<file path="config.mk">
export PLATFORM = sky130hd
export DESIGN_NAME = dfs_top
export DESIGN_NICKNAME = d
export VERILOG_FILES = /design/src/core/dfs_pkg.sv /design/src/core/dfs_term_map.sv /design/src/core/dfs_stop_timer.sv /design/src/core/dfs_top.sv
export VERILOG_INCLUDE_DIRS = /design/src /design/src/core
export SDC_FILE = /design/constraint.sdc
export NUM_CORES = 1
export LEC_CHECK = 0
export ABC_AREA = 1
export ABC_CLOCK_PERIOD_IN_PS = 9080
export BUFFER_PORTS_ARGS = -buffer_cell sky130_fd_sc_hd__buf_2
export CORE_MARGIN = 2
export CORE_UTILIZATION = 55
export CTS_CLUSTER_DIAMETER = 150
export DETAILED_ROUTE_END_ITERATION = 10
export PLACE_DENSITY = 0.74
export SLEW_MARGIN = 20
export SYNTH_ARGS = -nofsm -noshare
export SYNTH_HDL_FRONTEND = slang
export SYNTH_SLANG_ARGS = --single-unit
</file>
<file path="constraint.sdc">
create_clock -name mclk -period 9.08 [get_ports mclk]
set_clock_uncertainty 0.15 [all_clocks]
set_input_delay 0.908 -clock mclk [delete_from_list [all_inputs] [get_ports mclk]]
set_output_delay 0.908 -clock mclk [all_outputs]
set_load 0.01 [all_outputs]
</file>
<file path="src/core/dfs_map.svh">
// Purpose: Offsets, field positions, reset values and timing counts
// Assumes: 50 MHz mclk, AXI4-Lite register window of 40 bytes
// Notes:   Definitions only
`ifndef DFS_MAP_SVH
`define DFS_MAP_SVH

// ----------------------------------------------------------------
// Register byte offsets
// ----------------------------------------------------------------
`define DFS_A_CTRL 8'h00
`define DFS_A_STOPSET 8'h04
`define DFS_A_TSEL0 8'h08
`define DFS_A_TSEL1 8'h0C
`define DFS_A_TSEL2 8'h10
`define DFS_A_SPDLIM 8'h14
`define DFS_A_ACCEL 8'h18
`define DFS_A_STATUS 8'h1C
`define DFS_A_ISTAT 8'h20
`define DFS_A_IMASK 8'h24

// ----------------------------------------------------------------
// Control fields and reset values
// ----------------------------------------------------------------
`define DFS_C_FAN 0
`define DFS_C_PLE 1
`define DFS_C_TRQ 2
`define DFS_C_TCLR 3
`define DFS_CTRL_RST 4'h2
`define DFS_STOP_RAMP 16'h270F
`define DFS_STOP_MAX 16'h03E8
`define DFS_TSEL_RST 16'h270F
`define DFS_RESP_OK 2'h0
`define DFS_RESP_ERR 2'h2

// ----------------------------------------------------------------
// Status function codes
// ----------------------------------------------------------------
`define DFS_FN_RUN 7'h00
`define DFS_FN_SU 7'h01
`define DFS_FN_FAN 7'h19
`define DFS_FN_LF 7'h62
`define DFS_FN_ABC 7'h63
`define DFS_FN_POS_MAX 16'h0063
`define DFS_FN_NEG_MIN 16'h0064
`define DFS_FN_NEG_MAX 16'h00C7
`define DFS_FN_NUM 100

// ----------------------------------------------------------------
// Timing: 100 ms stop-timer unit, 1 ms ramp step
// ----------------------------------------------------------------
`define DFS_CLK_NS 20
`define DFS_TICK_NS 100000000
`define DFS_RAMP_NS 1000000
`define DFS_TICK_CYC (`DFS_TICK_NS / `DFS_CLK_NS)
`define DFS_RAMP_CYC (`DFS_RAMP_NS / `DFS_CLK_NS)

`endif

</file>
<file path="src/core/dfs_pkg.sv">
// Purpose: Types of the fan and stop supervisor
// Assumes: dfs_map.svh holds the numbers
// Notes:   One state struct each for the stop timer and the top
`include "dfs_map.svh"
package dfs_pkg;
  typedef enum logic [2:0] {ST_STOP, ST_RUN, ST_DECEL, ST_WAIT, ST_COAST} dfs_run_e;

  typedef struct packed {
    logic prev;
    logic active;
    logic [31:0] pre;
    logic [15:0] ticks;
    logic expired;
  } dfs_tmr_s;

  typedef struct packed {
    dfs_run_e st;
    logic start_prev;
    logic [15:0] ramp_cnt;
    logic [15:0] speed;
    logic en;
    logic trip;
    logic su;
    logic fan_cmd;
    logic fan_flt;
    logic [2:0] term;
    logic irq;
    logic [3:0] ctrl;
    logic [15:0] stopset;
    logic [2:0][15:0] tsel;
    logic [15:0] spdlim;
    logic [15:0] accel;
    logic [2:0] imask;
    logic [2:0] istat;
    logic aw_have;
    logic [7:0] awaddr;
    logic w_have;
    logic [31:0] wdata;
    logic [3:0] wstrb;
    logic awready;
    logic wready;
    logic bvalid;
    logic [1:0] bresp;
    logic arready;
    logic rvalid;
    logic [31:0] rdata;
    logic [1:0] rresp;
  } dfs_state_s;
endpackage

</file>
<file path="src/core/dfs_term_map.sv">
// Purpose: Maps one output terminal to a status function with polarity
// Assumes: Function vector indexed by base code
// Notes:   Combinational; the top registers the result
`timescale 1ns/1ns
`include "dfs_map.svh"
module dfs_term_map
  import dfs_pkg::*;
(
  // Selection and status
  input wire logic [15:0] code,
  input wire logic [`DFS_FN_NUM-1:0] fn_vec,
  // Terminal level
  output logic level
);
  // ----------------------------------------------------------------
  // Decode
  // ----------------------------------------------------------------
  function automatic logic term_level(input logic [15:0] c, input logic [`DFS_FN_NUM-1:0] v);
    logic [15:0] b;
    b = c - `DFS_FN_NEG_MIN;
    if (c <= `DFS_FN_POS_MAX)
      return v[c[6:0]];
    else if (c <= `DFS_FN_NEG_MAX)
      return !v[b[6:0]];
    else
      return 1'b0;
  endfunction

  // Terminal level from the selected function
  always_comb
  begin
    level = term_level(code, fn_vec);
  end
endmodule // dfs_term_map

</file>
<file path="src/core/dfs_stop_timer.sv">
// Purpose: Timed output cut-off after the start command drops
// Assumes: limit in ticks of TICK_CYC clocks
// Notes:   expired is a one-cycle pulse
`timescale 1ns/1ns
`include "dfs_map.svh"
module dfs_stop_timer
  import dfs_pkg::*;
#(
  parameter int TICK_CYC = `DFS_TICK_CYC
)
(
  // Clock and reset
  input wire logic mclk,
  input wire logic sys_rst,
  // Command and setting
  input wire logic start_cmd,
  input wire logic [15:0] limit,
  // Result
  output logic expired
);
  dfs_tmr_s s_q, s_d;

  if (TICK_CYC < 1)
    $error("TICK_CYC must be at least 1");

  // ----------------------------------------------------------------
  // Counter
  // ----------------------------------------------------------------
  always_comb
  begin
    s_d = s_q;
    s_d.prev = start_cmd;
    s_d.expired = 1'b0;
    if (s_q.active)
    begin
      if (s_q.ticks >= limit)
      begin
        s_d.active = 1'b0;
        s_d.expired = 1'b1;
      end
      else if (s_q.pre == 32'(TICK_CYC - 1))
      begin
        s_d.pre = '0;
        s_d.ticks = s_q.ticks + 16'h0001;
      end
      else
        s_d.pre = s_q.pre + 32'h1;
    end
    // arm on fall, clear on return
    if (s_q.prev && !start_cmd)
    begin
      s_d.active = 1'b1;
      s_d.pre = '0;
      s_d.ticks = '0;
    end
    if (start_cmd)
      s_d.active = 1'b0;
  end

  // State register
  always_ff @(posedge mclk)
  begin
    if (sys_rst)
      s_q <= '0;
    else
      s_q <= s_d;
  end

  assign expired = s_q.expired;
endmodule // dfs_stop_timer

</file>
<file path="src/core/dfs_top.sv">
// Purpose: Fan, stop method and status terminal supervisor of a drive
// Assumes: Synchronous inputs, AXI4-Lite register access
// Notes:   All outputs registered
//
// Function
// - Terminal code 0-99 drives active high, 100-199 drives active low.
// - One status function may be routed to several terminals together.
// - A terminal with a code outside the defined set stays inactive.
// - Fan mode zero keeps the fan on whenever powered.
// - Fan mode one runs fan while running, by temperature while stopped.
// - Fan mode zero flags a fault whenever the fan is stopped.
// - Fan mode one flags a fault if fan stops while commanded and running.
// - A fan fault drives display, fan fault and minor fault flags.
// - Stop setting at sentinel ramps the motor down when start drops.
// - Stop setting holding a time cuts output after that time elapses.
// - Running indication drops the moment the output stops.
// - Start during coasting restarts the output from zero speed.
// - In torque control the output speed is the speed limit.
// - Phase-loss protection, when enabled, stops output on an open phase.
// - With zero ramp time the up-to-speed flag does not toggle.
//
// The AXI4-Lite slave port and the register addresses were left to the implementer.
`timescale 1ns/1ns
`include "dfs_map.svh"
module dfs_top
  import dfs_pkg::*;
#(
  parameter int TICK_CYC = `DFS_TICK_CYC,
  parameter int RAMP_CYC = `DFS_RAMP_CYC
)
(
  // Clock and reset
  input wire logic mclk,
  input wire logic sys_rst,
  // AXI4-Lite write
  input wire logic [7:0] s_axi_awaddr,
  input wire logic s_axi_awvalid,
  output logic s_axi_awready,
  input wire logic [31:0] s_axi_wdata,
  input wire logic [3:0] s_axi_wstrb,
  input wire logic s_axi_wvalid,
  output logic s_axi_wready,
  output logic [1:0] s_axi_bresp,
  output logic s_axi_bvalid,
  input wire logic s_axi_bready,
  // AXI4-Lite read
  input wire logic [7:0] s_axi_araddr,
  input wire logic s_axi_arvalid,
  output logic s_axi_arready,
  output logic [31:0] s_axi_rdata,
  output logic [1:0] s_axi_rresp,
  output logic s_axi_rvalid,
  input wire logic s_axi_rready,
  // Commands and sensors
  input wire logic forward_start_cmd,
  input wire logic reverse_start_cmd,
  input wire logic [15:0] speed_ref,
  input wire logic fan_rotating,
  input wire logic temp_hot,
  input wire logic [2:0] phase_open,
  // Power stage
  output logic [15:0] out_speed,
  output logic output_enable,
  output logic running_ind,
  // Fan and status
  output logic fan_on_cmd,
  output logic fan_fault_display,
  output logic up_to_speed_flag,
  output logic minor_fault_flag,
  output logic alarm_relay_output,
  output logic phase_loss_trip,
  output logic [2:0] term_out,
  output logic irq
);
  dfs_state_s s_q, s_d;
  logic start;
  logic ramp_en;
  logic instant;
  logic timed;
  logic do_wr;
  logic expired;
  logic stop_ev;
  logic [2:0] w1c;
  logic [15:0] tgt;
  logic [2:0] term_lv;
  logic [`DFS_FN_NUM-1:0] fn_vec;

  if (RAMP_CYC < 1 || RAMP_CYC > 65536)
    $error("RAMP_CYC out of range");

  // ----------------------------------------------------------------
  // Helpers
  // ----------------------------------------------------------------
  function automatic logic [15:0] ramp_step(input logic [15:0] cur, input logic [15:0] t,
                                            input logic tick, input logic inst);
    if (inst)
      return t;
    else if (!tick || cur == t)
      return cur;
    else if (cur < t)
      return cur + 16'h0001;
    else
      return cur - 16'h0001;
  endfunction

  function automatic logic [31:0] wmerge(input logic [31:0] old, input logic [31:0] nw,
                                         input logic [3:0] be);
    logic [31:0] r;
    r = old;
    for (int i = 0; i < 4; i++)
      if (be[i])
        r[8*i +: 8] = nw[8*i +: 8];
    return r;
  endfunction

  function automatic logic is_mapped(input logic [7:0] a);
    return a[1:0] == 2'h0 && a <= `DFS_A_IMASK;
  endfunction

  // ----------------------------------------------------------------
  // Stop timer and terminal mapping
  // ----------------------------------------------------------------
  dfs_stop_timer #(.TICK_CYC(TICK_CYC)) u_tmr (
    .mclk(mclk),
    .sys_rst(sys_rst),
    .start_cmd(start),
    .limit(s_q.stopset),
    .expired(expired)
  );

  // Status functions available to the terminals
  always_comb
  begin
    fn_vec = '0;
    fn_vec[`DFS_FN_RUN] = s_q.en;
    fn_vec[`DFS_FN_SU] = s_q.su;
    fn_vec[`DFS_FN_FAN] = s_q.fan_flt;
    fn_vec[`DFS_FN_LF] = s_q.fan_flt;
    fn_vec[`DFS_FN_ABC] = s_q.trip;
  end

  for (genvar g = 0; g < 3; g++)
  begin : g_term
    dfs_term_map u_map (
      .code(s_q.tsel[g]),
      .fn_vec(fn_vec),
      .level(term_lv[g])
    );
  end

  // ----------------------------------------------------------------
  // Next state
  // ----------------------------------------------------------------
  always_comb
  begin
    s_d = s_q;
    start = forward_start_cmd | reverse_start_cmd;
    s_d.start_prev = start;
    ramp_en = s_q.ramp_cnt == 16'(RAMP_CYC - 1);
    s_d.ramp_cnt = ramp_en ? 16'h0000 : s_q.ramp_cnt + 16'h0001;
    instant = s_q.accel == 16'h0000;
    timed = s_q.stopset <= `DFS_STOP_MAX;
    stop_ev = 1'b0;
    tgt = s_q.ctrl[`DFS_C_TRQ] ? s_q.spdlim : speed_ref;
    case (s_q.st)
      ST_STOP, ST_COAST:
      begin
        s_d.speed = '0;
        if (start && !s_q.trip)
        begin
          s_d.st = ST_RUN;
          s_d.en = 1'b1;
        end
      end
      ST_RUN:
      begin
        s_d.speed = ramp_step(s_q.speed, tgt, ramp_en, instant);
        if (!start)
          s_d.st = timed ? ST_WAIT : ST_DECEL;
      end
      ST_DECEL:
      begin
        if (start)
          s_d.st = ST_RUN;
        else if (s_q.speed == 16'h0000)
        begin
          s_d.st = ST_STOP;
          s_d.en = 1'b0;
          stop_ev = 1'b1;
        end
        else
          s_d.speed = ramp_step(s_q.speed, 16'h0000, ramp_en, instant);
      end
      ST_WAIT:
      begin
        if (start)
          s_d.st = ST_RUN;
        else if (expired)
        begin
          s_d.st = ST_COAST;
          s_d.en = 1'b0;
          s_d.speed = '0;
          stop_ev = 1'b1;
        end
      end
      default:
      begin
        s_d.st = ST_STOP;
        s_d.en = 1'b0;
      end
    endcase

    // Trip clear strobe, then the trip itself so a new fault wins
    if (s_q.ctrl[`DFS_C_TCLR])
      s_d.trip = 1'b0;
    s_d.ctrl[`DFS_C_TCLR] = 1'b0;
    if (s_q.ctrl[`DFS_C_PLE] && |phase_open && s_q.en)
    begin
      s_d.trip = 1'b1;
      s_d.en = 1'b0;
      s_d.speed = '0;
      s_d.st = ST_COAST;
    end

    // no compare when ramp time is zero
    s_d.su = instant ? s_d.en : (s_d.en && s_d.speed == tgt);

    // mode one by run or temperature
    s_d.fan_cmd = !s_q.ctrl[`DFS_C_FAN] | s_q.en | temp_hot;
    s_d.fan_flt = !s_q.ctrl[`DFS_C_FAN] ? !fan_rotating : (s_q.en & s_q.fan_cmd & !fan_rotating);
    s_d.term = term_lv;

    // Write address and data, taken in either order
    if (s_axi_awvalid && s_q.awready)
    begin
      s_d.aw_have = 1'b1;
      s_d.awaddr = s_axi_awaddr;
    end
    if (s_axi_wvalid && s_q.wready)
    begin
      s_d.w_have = 1'b1;
      s_d.wdata = s_axi_wdata;
      s_d.wstrb = s_axi_wstrb;
    end
    do_wr = s_q.aw_have && s_q.w_have && !s_q.bvalid;
    w1c = '0;
    if (do_wr)
    begin
      s_d.aw_have = 1'b0;
      s_d.w_have = 1'b0;
      s_d.bvalid = 1'b1;
      s_d.bresp = is_mapped(s_q.awaddr) ? `DFS_RESP_OK : `DFS_RESP_ERR;
      case (s_q.awaddr)
        `DFS_A_CTRL: s_d.ctrl = 4'(wmerge(32'(s_q.ctrl), s_q.wdata, s_q.wstrb));
        `DFS_A_STOPSET: s_d.stopset = 16'(wmerge(32'(s_q.stopset), s_q.wdata, s_q.wstrb));
        `DFS_A_TSEL0: s_d.tsel[0] = 16'(wmerge(32'(s_q.tsel[0]), s_q.wdata, s_q.wstrb));
        `DFS_A_TSEL1: s_d.tsel[1] = 16'(wmerge(32'(s_q.tsel[1]), s_q.wdata, s_q.wstrb));
        `DFS_A_TSEL2: s_d.tsel[2] = 16'(wmerge(32'(s_q.tsel[2]), s_q.wdata, s_q.wstrb));
        `DFS_A_SPDLIM: s_d.spdlim = 16'(wmerge(32'(s_q.spdlim), s_q.wdata, s_q.wstrb));
        `DFS_A_ACCEL: s_d.accel = 16'(wmerge(32'(s_q.accel), s_q.wdata, s_q.wstrb));
        `DFS_A_ISTAT: w1c = s_q.wdata[2:0] & {3{s_q.wstrb[0]}};
        `DFS_A_IMASK: s_d.imask = 3'(wmerge(32'(s_q.imask), s_q.wdata, s_q.wstrb));
        default: w1c = '0;
      endcase
    end
    if (s_q.bvalid && s_axi_bready)
      s_d.bvalid = 1'b0;
    s_d.awready = !s_d.aw_have && !s_d.bvalid;
    s_d.wready = !s_d.w_have && !s_d.bvalid;

    // Read channel
    if (s_q.rvalid && s_axi_rready)
      s_d.rvalid = 1'b0;
    if (s_axi_arvalid && s_q.arready)
    begin
      s_d.rvalid = 1'b1;
      s_d.rresp = is_mapped(s_axi_araddr) ? `DFS_RESP_OK : `DFS_RESP_ERR;
      case (s_axi_araddr)
        `DFS_A_CTRL: s_d.rdata = 32'(s_q.ctrl);
        `DFS_A_STOPSET: s_d.rdata = 32'(s_q.stopset);
        `DFS_A_TSEL0: s_d.rdata = 32'(s_q.tsel[0]);
        `DFS_A_TSEL1: s_d.rdata = 32'(s_q.tsel[1]);
        `DFS_A_TSEL2: s_d.rdata = 32'(s_q.tsel[2]);
        `DFS_A_SPDLIM: s_d.rdata = 32'(s_q.spdlim);
        `DFS_A_ACCEL: s_d.rdata = 32'(s_q.accel);
        `DFS_A_STATUS: s_d.rdata = {24'h0, s_q.st, s_q.trip, s_q.su, s_q.fan_flt, s_q.fan_cmd, s_q.en};
        `DFS_A_ISTAT: s_d.rdata = 32'(s_q.istat);
        `DFS_A_IMASK: s_d.rdata = 32'(s_q.imask);
        default: s_d.rdata = 32'h0000_0000;
      endcase
    end
    s_d.arready = !s_d.rvalid;

    // Sticky events: fan fault, trip, stop; a new event beats the clear
    s_d.istat = (s_q.istat & ~w1c) | {stop_ev, s_d.trip & ~s_q.trip, s_d.fan_flt & ~s_q.fan_flt};
    s_d.irq = |(s_d.istat & s_d.imask);
  end

  // State register
  always_ff @(posedge mclk)
  begin
    if (sys_rst)
    begin
      s_q <= '0;
      s_q.ctrl <= `DFS_CTRL_RST;
      s_q.stopset <= `DFS_STOP_RAMP;
      s_q.tsel <= {3{`DFS_TSEL_RST}};
    end
    else
      s_q <= s_d;
  end

  // ----------------------------------------------------------------
  // Outputs
  // ----------------------------------------------------------------
  assign s_axi_awready = s_q.awready;
  assign s_axi_wready = s_q.wready;
  assign s_axi_bvalid = s_q.bvalid;
  assign s_axi_bresp = s_q.bresp;
  assign s_axi_arready = s_q.arready;
  assign s_axi_rvalid = s_q.rvalid;
  assign s_axi_rdata = s_q.rdata;
  assign s_axi_rresp = s_q.rresp;
  assign out_speed = s_q.speed;
  assign output_enable = s_q.en;
  assign running_ind = s_q.en;
  assign fan_on_cmd = s_q.fan_cmd;
  assign fan_fault_display = s_q.fan_flt;
  assign minor_fault_flag = s_q.fan_flt;
  assign up_to_speed_flag = s_q.su;
  assign alarm_relay_output = s_q.trip;
  assign phase_loss_trip = s_q.trip;
  assign term_out = s_q.term;
  assign irq = s_q.irq;
endmodule // dfs_top

</file>
==> results.json <==
{
  "seq_area_um2": 5040,
  "drt_iter0_drc": 1525,
  "post_drt_via_cell_ratio": 5.76,
  "hold_viol": 0,
  "worst_pin_slew_ns": 1.03,
  "drv_cap": 0,
  "gp_congestion": 0.984,
  "rsz0062_at_grt": "false",
  "hold_buffers": 0,
  "synthXorXnorAreaFrac_pct": 1.68,
  "worst_setup_path_end_kind": "flop",
  "multi_input_area_um2": 8090,
  "yosysWarnings": 0,
  "fmax_mhz": 197,
  "clock_latency_ns": 0.57,
  "dr.pass1.iters": 6,
  "num_rows": 60,
  "pre_cts_slack_ns": 4.18,
  "synthMuxAreaShare_pct": 0,
  "postCtsSetupBuffers": 0,
  "grt_use_met1_pct": 42.4,
  "hp-class": "flop to flop",
  "antenna_found_initial": 0,
  "synth_compound_area_share_pct": 18.6,
  "slew_violations": 0,
  "cts_buffers": 28,
  "syn_area_um2": 15100,
  "io_pins": 151,
  "synth_top_family_by_area": "simple AND/OR/NAND/NOR gates",
  "combPwrFrac_pct": 22.9,
  "die_x_um": 170,
  "wl_per_cell_um": 16.7,
  "powerDensity_nw_per_um2": 194,
  "fin_ws_ns": 4.01,
  "syn-instance-count": 2276,
  "seq_area_frac_synth_pct": 33.4,
  "synth-simple-area-share_pct": 28.9,
  "synthTopCellsByCount": "428 x nand2_1, 317 x inv_1, 260 x nor2_1",
  "peakVddDrop_uv": 120,
  "cts_buffer_depth": 3,
  "start_util_pct": 56.0,
  "gr-usage-all-layers_pct": 30.4,
  "synth_edf_count": 0,
  "synth_area_leader_cell": "dfxtp_1",
  "utilization_pct": 60.8,
  "cp.arrival_ns": 5.42,
  "synth_seq_cells": 252,
  "drt_wl_total_um": 44700,
  "placeableCoreArea_um2": 27000,
  "busiest_layer": "met2",
  "htreeDepth": 1,
  "clkPwrFrac_pct": 38.2,
  "vias": 15400,
  "nNetsFinal": 2444,
  "cts-resized-gates": 0,
  "cp_max_fo": 31,
  "cp.required_ns": 9.43,
  "power_switching_mw": 1.06,
  "p_int_mw": 2.11,
  "synthArstFlopShare_pct": 0,
  "power_leakage_nw": 7.10,
  "start_kind": "flop",
  "root_buffer": "clkbuf_16",
  "layout_worst_path_cycle_share_pct": 55.8,
  "cts_tree": "done",
  "grt_pass1_wl_um": 70600,
  "swShare_pct": 33.6,
  "crit_type": "flop to flop",
  "relSlewSlack_pct": 31.0,
  "finalSetupViolations": 0,
  "post-route-min-period_ns": 5.07,
  "nFillCells": 2552,
  "synth_top_flop_cell": "dfxtp_1",
  "dp_hpwl_um": 32500,
  "grt_use_met3_pct": 5.57,
  "antennaDiodeCount": 0,
  "numClockSinks": 252,
  "ant_nets": 0,
  "die_height_um": 170,
  "synth_top_area_share_pct": 33.4,
  "overflow": 0,
  "grt_pass1_vias": 13700,
  "die_area_um2": 28800,
  "tns_ns": 0,
  "power_frac_seq_pct": 39.0,
  "grt_start_max_net_pins": 126,
  "ys_top_cells_by_area": "dfxtp_1 33%, nand2_1 11%, inv_1 7.9%, nor2_1 6.5%, a21oi_1 6.2%",
  "synth_cell_types": 59,
  "area_delta_synth_final_pct": 8.56,
  "yosysMostFrequentCell": "nand2_1",
  "avgSynthCellArea_um2": 6.64,
  "drive_above_1_share_pct": 9.63,
  "synthAdderAreaFrac_pct": 3.89,
  "met2_usage_pct": 46.9,
  "status": "complete, no violations",
  "path_clk_slew_ns": 0.06,
  "drc": 0,
  "portBuffers": 114
}
-- critical path, cell delays in order, from the launching register on --
cell,delay [ns]
dfxtp_1,1.00
inv_1,0.23
or2_2,0.38
o21ai_0,0.24
ha_1,0.35
a21oi_1,0.13
o21ai_0,0.12
nor2_2,0.59
nand2_1,0.57
nand2_1,0.19
nand3_1,0.09
nand2_1,0.07
nand2_1,0.05
nand2_1,0.09
nand2_1,0.08
nand2_1,0.07
nand2_1,0.05
nor2_1,0.08
nand2_1,0.08
nor2_1,0.18
nand2_1,0.09
a21oi_2,0.11
-- layout by cell type, fill, tap and decap left out, drive strengths merged, types with 5 or more instances in the layout --
cell	Yosys	final
xor2	24	24
nand2	441	441
o21ai	191	191
nor3	61	61
o31ai	5	5
o21a	6	6
conb	1	18
buf	89	120
nor4	13	13
nand3	147	147
o211ai	20	20
clkinv	8	16
xnor2	5	5
dfxtp	252	252
ha	47	47
a21oi	190	190
o22ai	27	27
nand4	39	39
o221ai	16	16
inv	320	321
nor2	277	277
a221oi	10	10
a31oi	10	10
clkbuf	39	36
-- stage by stage --
step | total power, mW | cell area (um2) | instances | hold WS, ns
2_1_floorplan | 1.81 | 15200 | 2293 | 0.274
3_3_place_gp | 1.95 | 15400 | 2626 | 0.288
3_5_place_dp | 1.97 | 15400 | 2626 | 0.295
4_1_cts | 3.17 | 16400 | 2678 | 0.305
5_1_grt | 3.32 | 16400 | 2678 | 0.327
6_report | 3.17 | 16400 | 2678 | 0.308
-- layer usage --
metal,vias to the layer above,routed length (um)
met5,-,0
met4,0,1610
met3,128,4570
met2,721,19000
li1,7537,-
met1,7030,19400
-- registers in the layout, indices dropped and copies added (netlist names), 3 cells and up --
name         flops
out_speed       16
term_out         3
s_q            153
s_axi_rdata     16
u_tmr.s_q       50
-- layout make-up --
| cell class | count | area share (%) |
|---|---|---|
| flip-flops and latches | 252 | 30.8 |
| well taps | 341 | 2.60 |
| clock buffers | 36 | 4.76 |
| inverters | 328 | 7.52 |
| repair buffers | 120 | 3.78 |
| clock inverters | 16 | 1.26 |
| multi-input cells | 1585 | 49.3 |
-- kinds of logic after synthesis --
kind of cell	after synthesis
AO/OA/AOI/OAI	497
XOR/XNOR	29
adder cells (fa/ha/maj)	47
buffers and inverters	456
flip-flops	252
other	1
AND/OR/NAND/NOR	994
-- final timing paths --
check | start | to | slack [ns] | depth (start not counted)
setup / recovery | s_q[191]$_SDFFE_PP0P_ | up_to_speed_flag$_SDFF_PP0_ | 4.01 | 21
hold / removal | u_tmr.s_q[48]$_SDFFE_PP0P_ | u_tmr.s_q[48]$_SDFFE_PP0P_ | 0.31 | 1
setup reg to reg | s_q[191]$_SDFFE_PP0P_ | up_to_speed_flag$_SDFF_PP0_ | 4.01 | 21
hold reg to reg | u_tmr.s_q[48]$_SDFFE_PP0P_ | u_tmr.s_q[48]$_SDFFE_PP0P_ | 0.31 | 1
-- power by group through the flow --
stage | combinational, mW | sequential, mW | clock, mW
final | 0.726 | 1.24 | 1.21
after global routing | 0.820 | 1.24 | 1.26
after CTS | 0.714 | 1.23 | 1.22
after detailed placement | 0.710 | 1.26 | 0
after global placement | 0.696 | 1.26 | 0
after floorplan | 0.599 | 1.21 | 0
(Power assumes the default switching activity.)
